File: src/tbt_regs.svh
// Summary of operation
// - transmit generator and receive checker of each port are enabled separately.
// - bit 11 sets on backplane lock, clears on backplane receiver start rise.
// - rise of bit 10 reloads the backplane generator with the seed.
// - rise of bit 9 zeroes backplane visible count and mismatch counter; an error in that cycle still counts.
// - rise of bit 8 enables the backplane checker to hunt for the seed.
// - an enabled unlocked checker hunts for the seed, then locks and flags it.
// - a locked checker counts every received bit unequal to its reference.
// - with receiver start low, comparison stops and the count holds.
// - rise of bit 7 starts backplane transmission; bit 7 low stops it.
// - bit 6 picks backplane sequence length: one 2^23-1, zero 2^15-1.
// - bit 5 sets on local lock, clears on local receiver start rise.
// - rise of bit 4 reloads the local generator with the seed.
// - rise of bit 3 zeroes local visible count and mismatch counter; an error in that cycle still counts.
// - rise of bit 2 enables the local checker, working like the backplane one.
// - rise of bit 1 starts local transmission; bit 1 low stops it.
// - bit 0 picks local sequence length: one 2^23-1, zero 2^15-1.
`ifndef TBT_REGS_SVH
`define TBT_REGS_SVH

// control register address and reset value
`define TBT_CTRL_OFFSET 16'h0002
`define TBT_CTRL_RESET 16'h0000
// writable bits: 10:6 and 4:0; lock flags and reserved bits excluded
`define TBT_CTRL_WMASK 16'h07DF

// each port owns a six-bit field; backplane field above the local one
`define TBT_FLD_W 6
`define TBT_BP_BASE 6
`define TBT_LOC_BASE 0
// bit positions inside a port field
`define TBT_F_LOCK 5
`define TBT_F_SEED 4
`define TBT_F_CLR 3
`define TBT_F_RXS 2
`define TBT_F_TXS 1
`define TBT_F_LEN 0

// sequence taps, window form (index 0 is the newest bit)
`define TBT_LONG_TAP_A 22
`define TBT_LONG_TAP_B 17
`define TBT_SHORT_TAP_A 14
`define TBT_SHORT_TAP_B 13
`define TBT_SEQ_W 23

// seed shared by generator and checker reference
`define TBT_SEED 23'h7FFFFF

// default buffer depth in the transmit path
`define TBT_FIFO_DEPTH 16

`endif

File: src/tbt_pkg.sv
package tbt_pkg;

   // receive checker states, one-hot
   typedef enum logic [2:0] {
      TBT_RX_IDLE = 3'h1,
      TBT_RX_HUNT = 3'h2,
      TBT_RX_LOCK = 3'h4
   } tbt_rx_state_t;

endpackage

File: src/tbt_ber_tester.sv
`timescale 1ns/1ns
`include "tbt_regs.svh"
module tbt_ber_tester
   import tbt_pkg::*;
#(
   parameter int ADDR_W = 16,
   parameter int CNT_W = 16,
   parameter int FIFO_DEPTH = `TBT_FIFO_DEPTH,
   parameter logic [22:0] SEED = `TBT_SEED
) (
   input wire logic clk_i, // system clock, 250 MHz
   input wire logic rst_n_i, // synchronous reset, active low
   input wire logic ce_i, // clock enable, freezes all state when low
   input wire logic [ADDR_W-1:0] addr_i, // register address
   input wire logic [15:0] wdata_i, // register write data
   input wire logic wr_en_i, // register write strobe
   input wire logic rd_en_i, // register read strobe
   output logic [15:0] rdata_o, // register read data
   input wire logic bp_rx_bit_i, // backplane received bit, pin
   input wire logic bp_rx_stb_i, // backplane bit strobe, pin
   input wire logic loc_rx_bit_i, // local received bit, pin
   input wire logic loc_rx_stb_i, // local bit strobe, pin
   input wire logic bp_tx_ready_i, // backplane slot takes a bit
   input wire logic loc_tx_ready_i, // local slot takes a bit
   output logic bp_tx_bit_o, // backplane test bit
   output logic bp_tx_valid_o, // backplane test bit valid
   output logic loc_tx_bit_o, // local test bit
   output logic loc_tx_valid_o, // local test bit valid
   output logic [CNT_W-1:0] bp_error_count_o, // backplane error count
   output logic [CNT_W-1:0] loc_error_count_o, // local error count
   output logic bp_rx_locked_o, // backplane lock flag
   output logic loc_rx_locked_o // local lock flag
);

   // port index 0 is local, 1 is backplane
   localparam int NP = 2;
   localparam int FW = `TBT_FLD_W;
   localparam int SW = `TBT_SEQ_W;

   generate
      if (CNT_W < 1 || CNT_W > 32 || FIFO_DEPTH < 2 || ADDR_W < 2) begin : g_bad
         $error("tbt_ber_tester: unsupported parameter values");
      end
      if (SEED[14:0] == 15'h0000) begin : g_bad_seed
         $error("tbt_ber_tester: seed must be nonzero in both lengths");
      end
   endgenerate

   // next sequence bit from a window of past bits, index 0 newest
   function automatic logic prbs_fb(input logic [SW-1:0] w, input logic long);
      prbs_fb = long ? (w[`TBT_LONG_TAP_A] ^ w[`TBT_LONG_TAP_B])
                     : (w[`TBT_SHORT_TAP_A] ^ w[`TBT_SHORT_TAP_B]);
   endfunction

   // oldest bit of the window, the one the generator sends next
   function automatic logic prbs_oldest(input logic [SW-1:0] w, input logic long);
      prbs_oldest = long ? w[SW-1] : w[`TBT_SHORT_TAP_A];
   endfunction

   // true when the window holds the seed for the chosen length
   function automatic logic seed_match(input logic [SW-1:0] w, input logic long);
      seed_match = long ? (w == SEED) : (w[14:0] == SEED[14:0]);
   endfunction

   // register state
   logic [15:0] ctrl_reg;
   logic [15:0] rdata_reg;
   logic wr_hit;
   logic rd_hit;
   logic [FW-1:0] rise [NP];
   logic [FW-1:0] fld [NP];

   // transmit state
   logic [SW-1:0] gen_reg [NP];
   logic tx_run_reg [NP];
   logic tx_bit_reg [NP];
   logic tx_valid_reg [NP];
   logic push_valid [NP];
   logic push_ready [NP];
   logic push_data [NP];
   logic head_valid [NP];
   logic head_data [NP];
   logic head_pop [NP];
   logic tx_ready [NP];

   // receive state
   logic rx_in [NP];
   logic stb_in [NP];
   logic bit_s1_reg [NP];
   logic bit_s2_reg [NP];
   logic stb_s1_reg [NP];
   logic stb_s2_reg [NP];
   logic stb_s3_reg [NP];
   logic take [NP];
   tbt_rx_state_t rx_state_reg [NP];
   logic [SW-1:0] win_reg [NP];
   logic [SW-1:0] win_next [NP];
   logic [SW-1:0] ref_reg [NP];
   logic expect_bit [NP];
   logic mismatch [NP];
   logic lock_reg [NP];
   logic [CNT_W-1:0] cnt_reg [NP];
   logic [CNT_W-1:0] count_reg [NP];

   // map pins onto the port arrays
   assign rx_in[0] = loc_rx_bit_i;
   assign rx_in[1] = bp_rx_bit_i;
   assign stb_in[0] = loc_rx_stb_i;
   assign stb_in[1] = bp_rx_stb_i;
   assign tx_ready[0] = loc_tx_ready_i;
   assign tx_ready[1] = bp_tx_ready_i;

   // address decode for the single control register
   always_comb begin
      wr_hit = 1'b0;
      rd_hit = 1'b0;
      if (addr_i == ADDR_W'(`TBT_CTRL_OFFSET)) begin
         wr_hit = wr_en_i;
         rd_hit = rd_en_i;
      end else begin
         wr_hit = 1'b0;
         rd_hit = 1'b0;
      end
   end

   // per-port fields and zero-to-one detection on a write
   always_comb begin
      for (int p = 0; p < NP; p++) begin
         fld[p] = ctrl_reg[p*FW +: FW];
         rise[p] = wr_hit ? (wdata_i[p*FW +: FW] & ~ctrl_reg[p*FW +: FW]) : '0;
      end
   end

   // control register; lock flags and reserved bits are never stored
   always_ff @(posedge clk_i) begin
      if (!rst_n_i) begin
         ctrl_reg <= `TBT_CTRL_RESET;
      end else if (ce_i && wr_hit) begin
         ctrl_reg <= wdata_i & `TBT_CTRL_WMASK;
      end
   end

   // read data is registered; an unmapped address reads zero
   always_ff @(posedge clk_i) begin
      if (!rst_n_i) begin
         rdata_reg <= '0;
      end else if (ce_i && rd_en_i) begin
         if (rd_hit) begin
            rdata_reg <= (ctrl_reg & `TBT_CTRL_WMASK)
               | (16'(lock_reg[1]) << (`TBT_BP_BASE + `TBT_F_LOCK))
               | (16'(lock_reg[0]) << (`TBT_LOC_BASE + `TBT_F_LOCK));
         end else begin
            rdata_reg <= '0;
         end
      end
   end

   // transmit run flag: started by a rise, stopped while the bit is low
   always_ff @(posedge clk_i) begin
      if (!rst_n_i) begin
         for (int p = 0; p < NP; p++) begin
            tx_run_reg[p] <= 1'b0;
         end
      end else if (ce_i) begin
         for (int p = 0; p < NP; p++) begin
            if (rise[p][`TBT_F_TXS]) begin
               tx_run_reg[p] <= 1'b1;
            end else if (!fld[p][`TBT_F_TXS]) begin
               tx_run_reg[p] <= 1'b0;
            end
         end
      end
   end

   // generator pushes into the buffer; a full buffer stalls the sequence
   always_comb begin
      for (int p = 0; p < NP; p++) begin
         push_valid[p] = tx_run_reg[p] && !rise[p][`TBT_F_SEED];
         push_data[p] = prbs_oldest(gen_reg[p], fld[p][`TBT_F_LEN]);
      end
   end

   // generator window, oldest bit leaves first so the seed goes out first
   always_ff @(posedge clk_i) begin
      if (!rst_n_i) begin
         for (int p = 0; p < NP; p++) begin
            gen_reg[p] <= SEED;
         end
      end else if (ce_i) begin
         for (int p = 0; p < NP; p++) begin
            if (rise[p][`TBT_F_SEED]) begin
               gen_reg[p] <= SEED;
            end else if (push_valid[p] && push_ready[p]) begin
               gen_reg[p] <= {gen_reg[p][SW-2:0], prbs_fb(gen_reg[p], fld[p][`TBT_F_LEN])};
            end
         end
      end
   end

   // one buffer per port between generator and serial slot
   for (genvar g = 0; g < NP; g++) begin : g_fifo
      tbt_fifo #(
         .WIDTH(1),
         .DEPTH(FIFO_DEPTH)
      ) u_fifo (
         .clk_i(clk_i),
         .rst_n_i(rst_n_i),
         .ce_i(ce_i),
         .in_valid_i(push_valid[g]),
         .in_data_i(push_data[g]),
         .in_ready_o(push_ready[g]),
         .out_valid_o(head_valid[g]),
         .out_data_o(head_data[g]),
         .out_ready_i(head_pop[g])
      );
   end

   // a slot takes the head bit only when one is waiting
   always_comb begin
      for (int p = 0; p < NP; p++) begin
         head_pop[p] = tx_ready[p] && head_valid[p];
      end
   end

   // output bit register; valid is a one-cycle pulse per bit
   always_ff @(posedge clk_i) begin
      if (!rst_n_i) begin
         for (int p = 0; p < NP; p++) begin
            tx_bit_reg[p] <= 1'b0;
            tx_valid_reg[p] <= 1'b0;
         end
      end else if (ce_i) begin
         for (int p = 0; p < NP; p++) begin
            tx_valid_reg[p] <= head_pop[p];
            if (head_pop[p]) begin
               tx_bit_reg[p] <= head_data[p];
            end
         end
      end
   end

   // two-flop synchronisers on the pin inputs, plus an edge stage on the strobe
   always_ff @(posedge clk_i) begin
      if (!rst_n_i) begin
         for (int p = 0; p < NP; p++) begin
            bit_s1_reg[p] <= 1'b0;
            bit_s2_reg[p] <= 1'b0;
            stb_s1_reg[p] <= 1'b0;
            stb_s2_reg[p] <= 1'b0;
            stb_s3_reg[p] <= 1'b0;
         end
      end else if (ce_i) begin
         for (int p = 0; p < NP; p++) begin
            bit_s1_reg[p] <= rx_in[p];
            bit_s2_reg[p] <= bit_s1_reg[p];
            stb_s1_reg[p] <= stb_in[p];
            stb_s2_reg[p] <= stb_s1_reg[p];
            stb_s3_reg[p] <= stb_s2_reg[p];
         end
      end
   end

   // one received bit per strobe rise; reference predicts the next bit
   always_comb begin
      for (int p = 0; p < NP; p++) begin
         take[p] = stb_s2_reg[p] && !stb_s3_reg[p];
         win_next[p] = {win_reg[p][SW-2:0], bit_s2_reg[p]};
         expect_bit[p] = prbs_fb(ref_reg[p], fld[p][`TBT_F_LEN]);
         // compare only when locked and enabled
         mismatch[p] = take[p] && (rx_state_reg[p] == TBT_RX_LOCK) && fld[p][`TBT_F_RXS]
                       && !rise[p][`TBT_F_RXS] && (expect_bit[p] != bit_s2_reg[p]);
      end
   end

   // checker state machine: idle, hunting for the seed, locked
   always_ff @(posedge clk_i) begin
      if (!rst_n_i) begin
         for (int p = 0; p < NP; p++) begin
            rx_state_reg[p] <= TBT_RX_IDLE;
            win_reg[p] <= '0;
            ref_reg[p] <= '0;
         end
      end else if (ce_i) begin
         for (int p = 0; p < NP; p++) begin
            if (rise[p][`TBT_F_RXS]) begin
               rx_state_reg[p] <= TBT_RX_HUNT;
               win_reg[p] <= '0;
            end else if (!fld[p][`TBT_F_RXS]) begin
               rx_state_reg[p] <= TBT_RX_IDLE;
            end else if (take[p]) begin
               case (rx_state_reg[p])
                  TBT_RX_HUNT: begin
                     win_reg[p] <= win_next[p];
                     if (seed_match(win_next[p], fld[p][`TBT_F_LEN])) begin
                        rx_state_reg[p] <= TBT_RX_LOCK;
                        ref_reg[p] <= win_next[p];
                     end
                  end
                  TBT_RX_LOCK: begin
                     // reference free-runs so line errors do not spread
                     ref_reg[p] <= {ref_reg[p][SW-2:0], expect_bit[p]};
                  end
                  default: begin
                     rx_state_reg[p] <= TBT_RX_IDLE;
                  end
               endcase
            end
         end
      end
   end

   // lock flag: set on seed found, cleared only by a receiver start rise
   always_ff @(posedge clk_i) begin
      if (!rst_n_i) begin
         for (int p = 0; p < NP; p++) begin
            lock_reg[p] <= 1'b0;
         end
      end else if (ce_i) begin
         for (int p = 0; p < NP; p++) begin
            if (rise[p][`TBT_F_RXS]) begin
               lock_reg[p] <= 1'b0;
            end else if (fld[p][`TBT_F_RXS] && take[p] && rx_state_reg[p] == TBT_RX_HUNT
                         && seed_match(win_next[p], fld[p][`TBT_F_LEN])) begin
               lock_reg[p] <= 1'b1;
            end
         end
      end
   end

   // internal mismatch counter saturates; an error beside a clear still counts
   always_ff @(posedge clk_i) begin
      if (!rst_n_i) begin
         for (int p = 0; p < NP; p++) begin
            cnt_reg[p] <= '0;
         end
      end else if (ce_i) begin
         for (int p = 0; p < NP; p++) begin
            if (rise[p][`TBT_F_CLR]) begin
               cnt_reg[p] <= CNT_W'(mismatch[p]);
            end else if (mismatch[p] && cnt_reg[p] != '1) begin
               cnt_reg[p] <= cnt_reg[p] + 1'b1;
            end
         end
      end
   end

   // visible count follows the internal counter one cycle later
   always_ff @(posedge clk_i) begin
      if (!rst_n_i) begin
         for (int p = 0; p < NP; p++) begin
            count_reg[p] <= '0;
         end
      end else if (ce_i) begin
         for (int p = 0; p < NP; p++) begin
            if (rise[p][`TBT_F_CLR]) begin
               count_reg[p] <= '0;
            end else begin
               count_reg[p] <= cnt_reg[p];
            end
         end
      end
   end

   // outputs, all straight from flops
   assign rdata_o = rdata_reg;
   assign bp_tx_bit_o = tx_bit_reg[1];
   assign bp_tx_valid_o = tx_valid_reg[1];
   assign loc_tx_bit_o = tx_bit_reg[0];
   assign loc_tx_valid_o = tx_valid_reg[0];
   assign bp_error_count_o = count_reg[1];
   assign loc_error_count_o = count_reg[0];
   assign bp_rx_locked_o = lock_reg[1];
   assign loc_rx_locked_o = lock_reg[0];

endmodule

File: src/tbt_fifo.sv
`timescale 1ns/1ns
module tbt_fifo
   import tbt_pkg::*;
#(
   parameter int WIDTH = 1,
   parameter int DEPTH = 16
) (
   input wire logic clk_i, // system clock
   input wire logic rst_n_i, // synchronous reset, active low
   input wire logic ce_i, // clock enable, freezes state when low
   input wire logic in_valid_i, // write request
   input wire logic [WIDTH-1:0] in_data_i, // write data
   output logic in_ready_o, // not full
   output logic out_valid_o, // not empty
   output logic [WIDTH-1:0] out_data_o, // head word
   input wire logic out_ready_i // read accept
);

   localparam int AW = (DEPTH > 1) ? $clog2(DEPTH) : 1;

   generate
      if (DEPTH < 2 || WIDTH < 1) begin : g_bad
         $error("tbt_fifo: DEPTH must be at least 2 and WIDTH at least 1");
      end
   endgenerate

   logic [WIDTH-1:0] mem [DEPTH];
   logic [AW-1:0] wr_ptr_reg;
   logic [AW-1:0] rd_ptr_reg;
   logic [AW:0] count_reg;
   logic push;
   logic pop;

   // handshakes; full and empty come from the occupancy count
   assign in_ready_o = (count_reg != (AW+1)'(DEPTH));
   assign out_valid_o = (count_reg != '0);
   assign out_data_o = mem[rd_ptr_reg];
   assign push = in_valid_i && in_ready_o;
   assign pop = out_valid_o && out_ready_i;

   // storage array, no reset needed on data
   always_ff @(posedge clk_i) begin
      if (ce_i && push) begin
         mem[wr_ptr_reg] <= in_data_i;
      end
   end

   // pointers wrap at DEPTH, which need not be a power of two
   always_ff @(posedge clk_i) begin
      if (!rst_n_i) begin
         wr_ptr_reg <= '0;
         rd_ptr_reg <= '0;
         count_reg <= '0;
      end else if (ce_i) begin
         if (push) begin
            wr_ptr_reg <= (wr_ptr_reg == AW'(DEPTH - 1)) ? '0 : wr_ptr_reg + 1'b1;
         end
         if (pop) begin
            rd_ptr_reg <= (rd_ptr_reg == AW'(DEPTH - 1)) ? '0 : rd_ptr_reg + 1'b1;
         end
         if (push && !pop) begin
            count_reg <= count_reg + 1'b1;
         end else if (pop && !push) begin
            count_reg <= count_reg - 1'b1;
         end
      end
   end

endmodule

File: config.mk
export PLATFORM = sky130hd
export DESIGN_NAME = tbt_ber_tester
export DESIGN_NICKNAME = d
export VERILOG_FILES = /design/src/tbt_pkg.sv /design/src/tbt_ber_tester.sv /design/src/tbt_fifo.sv
export VERILOG_INCLUDE_DIRS = /design/src /design/src/src
export SDC_FILE = /design/constraint.sdc
export NUM_CORES = 1
export LEC_CHECK = 0
export BUFFER_PORTS_ARGS = -buffer_cell sky130_fd_sc_hd__buf_2
export CAP_MARGIN = 20
export CORE_MARGIN = 2
export CORE_UTILIZATION = 55
export CTS_CLUSTER_SIZE = 40
export DETAILED_ROUTE_END_ITERATION = 16
export PLACE_DENSITY_LB_ADDON = 0.15
export SLEW_MARGIN = 40
export SYNTH_ARGS = -nofsm -noshare
export SYNTH_HDL_FRONTEND = slang
export SYNTH_SLANG_ARGS = --single-unit
export TNS_END_PERCENT = 5
File: constraint.sdc
create_clock -name clk_i -period 3.7 [get_ports clk_i]
set_input_delay 0.185 -clock clk_i [delete_from_list [all_inputs] [get_ports clk_i]]
set_output_delay 0.185 -clock clk_i [all_outputs]
set_load 0.02 [all_outputs]
==> results.toml <==
[clock_tree]
clkSlewWorstSetupHoldPaths_ps = 50
cts_root_buffer = "clkbuf_16"
ctsHtreeMaxLevel = 2
postCtsHoldBufs = 12
ctsResizeCount = 0
cts_buffers = 34
post_cts_buffers = 0
clock_latency_ps = 500
clock-sinks = 312
cts_tree = "done"
cts.path.max_buffers = 3

[power]
clock_power_share_pct = 40.7
max-vdd-ir-drop_uv = 408
seq_power_share_pct = 49.2
swShare_pct = 22.8
p_int_mw = 6.39
p_sw_mw = 1.89
p_comb_share_pct = 10.1
p_per_area_mw_per_mm2 = 529
p_leak_nw = 5.70

[logic_synthesis]
syn_avg_cell_area_sq_um = 12.0
synthTopCellsByArea = "edfxtp_1, dfxtp_1, nand2_1, nor2_1, and2_1"
yosys_warnings = 0
synth_area_leader_cell = "edfxtp_1"
ys_async_sr_fraction_pct = 0
synth.most_common_cell = "edfxtp_1"
netlist-cell-type-count = 62
ys_ff_latch = 312
synth_area_sq_mm = 0.0137
postSynth.topFlopCell = "edfxtp_1"
syn-instance-count = 1143
seq_area_frac_synth_pct = 64.3
netlist.area_leader.share_pct = 55.6
yosys-top-cells-count = "edfxtp_1, nand2_1, nor2_1, o21ai_0, dfxtp_1"
synth_edf_count = 253

[outcome]
status = "completed"

[floorplan]
core-area_sq_mm = 0.0243
num_rows = 57
start_util_pct = 56.2
die_h_um = 162
io_pins = 97
die_w_um = 162
dieArea_sq_mm = 0.0261

[place]
hpwl_mm = 16.9
place_congestion = 0.803
place_ws_ps = 666
io_buffers = 86

[hold_path]
min_to = "bit_s1_reg[0][1]"
hold_depth = 2
min_path_type = "primary input to flop"
hold_start = "bp_rx_bit_i"

[sta]
fin_skew_ps = 13.6
fin_crit_sh_pct = 79.3
hold_viol_final = 0
rsz0062_at_grt = "no"
finalSetupViolations = 0
hold_ws_ps = 40.4
slew_violations = 0
fin_crit_ps = 2930
fmax_mhz = 341
slew_headroom_pct = 58.8
worstMarginPinSlew_ps = 617
setup_ws_ps = 767
fin_setup_tns_ps = 0

[final_layout]
nets = 1309
area_growth_pct = 14.6
drive_gt1_share_pct = 18.6
utilization_pct = 64.3
diodes = 0
fill_cells = 1865

[drt]
drt_iter0_drc = 697
viasPerCell = 5.40
wl_met3_mm = 1.18
ant_nets = 0
firstDrtPassIters = 5
wl_met2_mm = 12.3
vias = 8596
wl_mm = 26.2
drc = 0
wire_per_inst_um = 16.4
wl_met1_mm = 12.1
dr.max_layer_used = "met4"

[worst_setup_path]
arrival_ps = 3290
start_kind = "flop"
reg2reg_to = "g_fifo[1].u_fifo.count_reg[4]"
r2r-start = "g_fifo[1].u_fifo.count_reg[0]"
path_max_fanout = 5
required_ps = 4060
r2r.worst_path.cells = 12
r2r_setup_slack_ps = 770
worstSetupPathType = "flop to flop"
critPathCaptureType = "flop"

[global_route]
grt_pass1_vias = 8339
antenna_found_initial = 0
grt_overflow = 0
grt_pass1_wl_mm = 42.6
grtUsageTotal_pct = 20.4
grt_start_max_net_pins = 54

[flow_run]
cap_viol_max_count = 0
how the worst max path moves through the flow:
stage                                             start                            end  slack (ps)
after floorplan                               addr_i[6]                  win_reg[0][0]         360
after global placement                        addr_i[8]  g_fifo[1].u_fifo.count_reg[4]         750
after detailed placement                     addr_i[12]  g_fifo[0].u_fifo.count_reg[4]         670
after CTS                 g_fifo[1].u_fifo.count_reg[0]  g_fifo[1].u_fifo.count_reg[4]         760
after global routing      g_fifo[1].u_fifo.count_reg[0]  g_fifo[1].u_fifo.count_reg[4]         540
final                     g_fifo[1].u_fifo.count_reg[0]  g_fifo[1].u_fifo.count_reg[4]         770
area by class of cell:
| type | instances | area [sq um] | share of cell area, % |
|---|---|---|---|
| well taps | 324 | 405 | 2.59 |
| inverters | 23 | 86.3 | 0.552 |
| clock buffers | 52 | 1030 | 6.60 |
| multi-input cells | 755 | 4550 | 29.1 |
| repair buffers | 118 | 701 | 4.48 |
| flip-flops and latches | 312 | 8780 | 56.1 |
| clock inverters | 9 | 97.6 | 0.624 |
metal layers:
metal,vias up,GRT usage (%)
met5,-,0
met2,183,33.2
met4,0,5.76
met3,44,3.21
li1,4250,-
met1,4119,28.7
critical path: stages (launching register included):
cell and delay [ps]:
dfxtp_1 360, or4_4 580, o21ai_0 250, nor2_1 140, ha_1 210, inv_1 170
ha_1 310, a21o_1 190, a21oi_1 160, xnor2_1 130, nand2_1 80, xnor2_1 170
nor2_1 50
power groups by stage:
| stage | Sequential (mW) | Combinational (mW) | Clock [mW] |
|---|---|---|---|
| 3_5_place_dp | 4.14 | 0.830 | 0 |
| 5_1_grt | 4.09 | 0.947 | 3.57 |
| 6_report | 4.07 | 0.839 | 3.37 |
| 4_1_cts | 4.07 | 0.846 | 3.43 |
| 2_1_floorplan | 4.15 | 0.605 | 0 |
| 3_3_place_gp | 4.14 | 0.808 | 0 |
cells in the final DEF (no fill, tap or decap), types with 5 or more instances in the layout:
cell,instances
nor4_1,6
clkbuf_16,37
mux2i_1,13
inv_1,21
clkbuf_8,5
a21oi_1,22
o21ai_0,62
o211ai_1,6
nor3_1,11
ha_1,20
dfxtp_1,59
nand2b_1,8
nor2b_1,7
and3_1,44
buf_4,20
clkbuf_1,10
nand2_1,149
mux4_2,9
xor2_1,25
edfxtp_1,253
nor2_1,121
dlygate4sd3_1,12
a22oi_1,14
nand3_1,26
and4_1,5
or2_2,45
xnor2_1,29
buf_2,86
nand4_1,19
and2_1,58
cells by family (layout without fill, tap and decap cells):
family	count (synthesis)	in the layout	share of synthesized area (%)
XOR/XNOR	54	54	3.46
adder cells (fa/ha/maj)	22	22	2.12
flip-flops	312	312	64.3
AND/OR/NAND/NOR	520	520	19.0
AO/OA/AOI/OAI	131	131	5.88
multiplexers	24	24	2.60
other	1	4	0.0275
buffers and inverters	79	202	2.67
metrics by stage:
| step | instances | cell area (sq um) | total power [mW] |
|---|---|---|---|
| after global placement | 1520 | 14400 | 4.94 |
| after floorplan | 1146 | 13700 | 4.76 |
| after detailed placement | 1520 | 14400 | 4.97 |
| final | 1593 | 15600 | 8.28 |
| after CTS | 1593 | 15600 | 8.35 |
| after global routing | 1593 | 15600 | 8.61 |
Note: power is estimated with default switching activity, not from simulation.
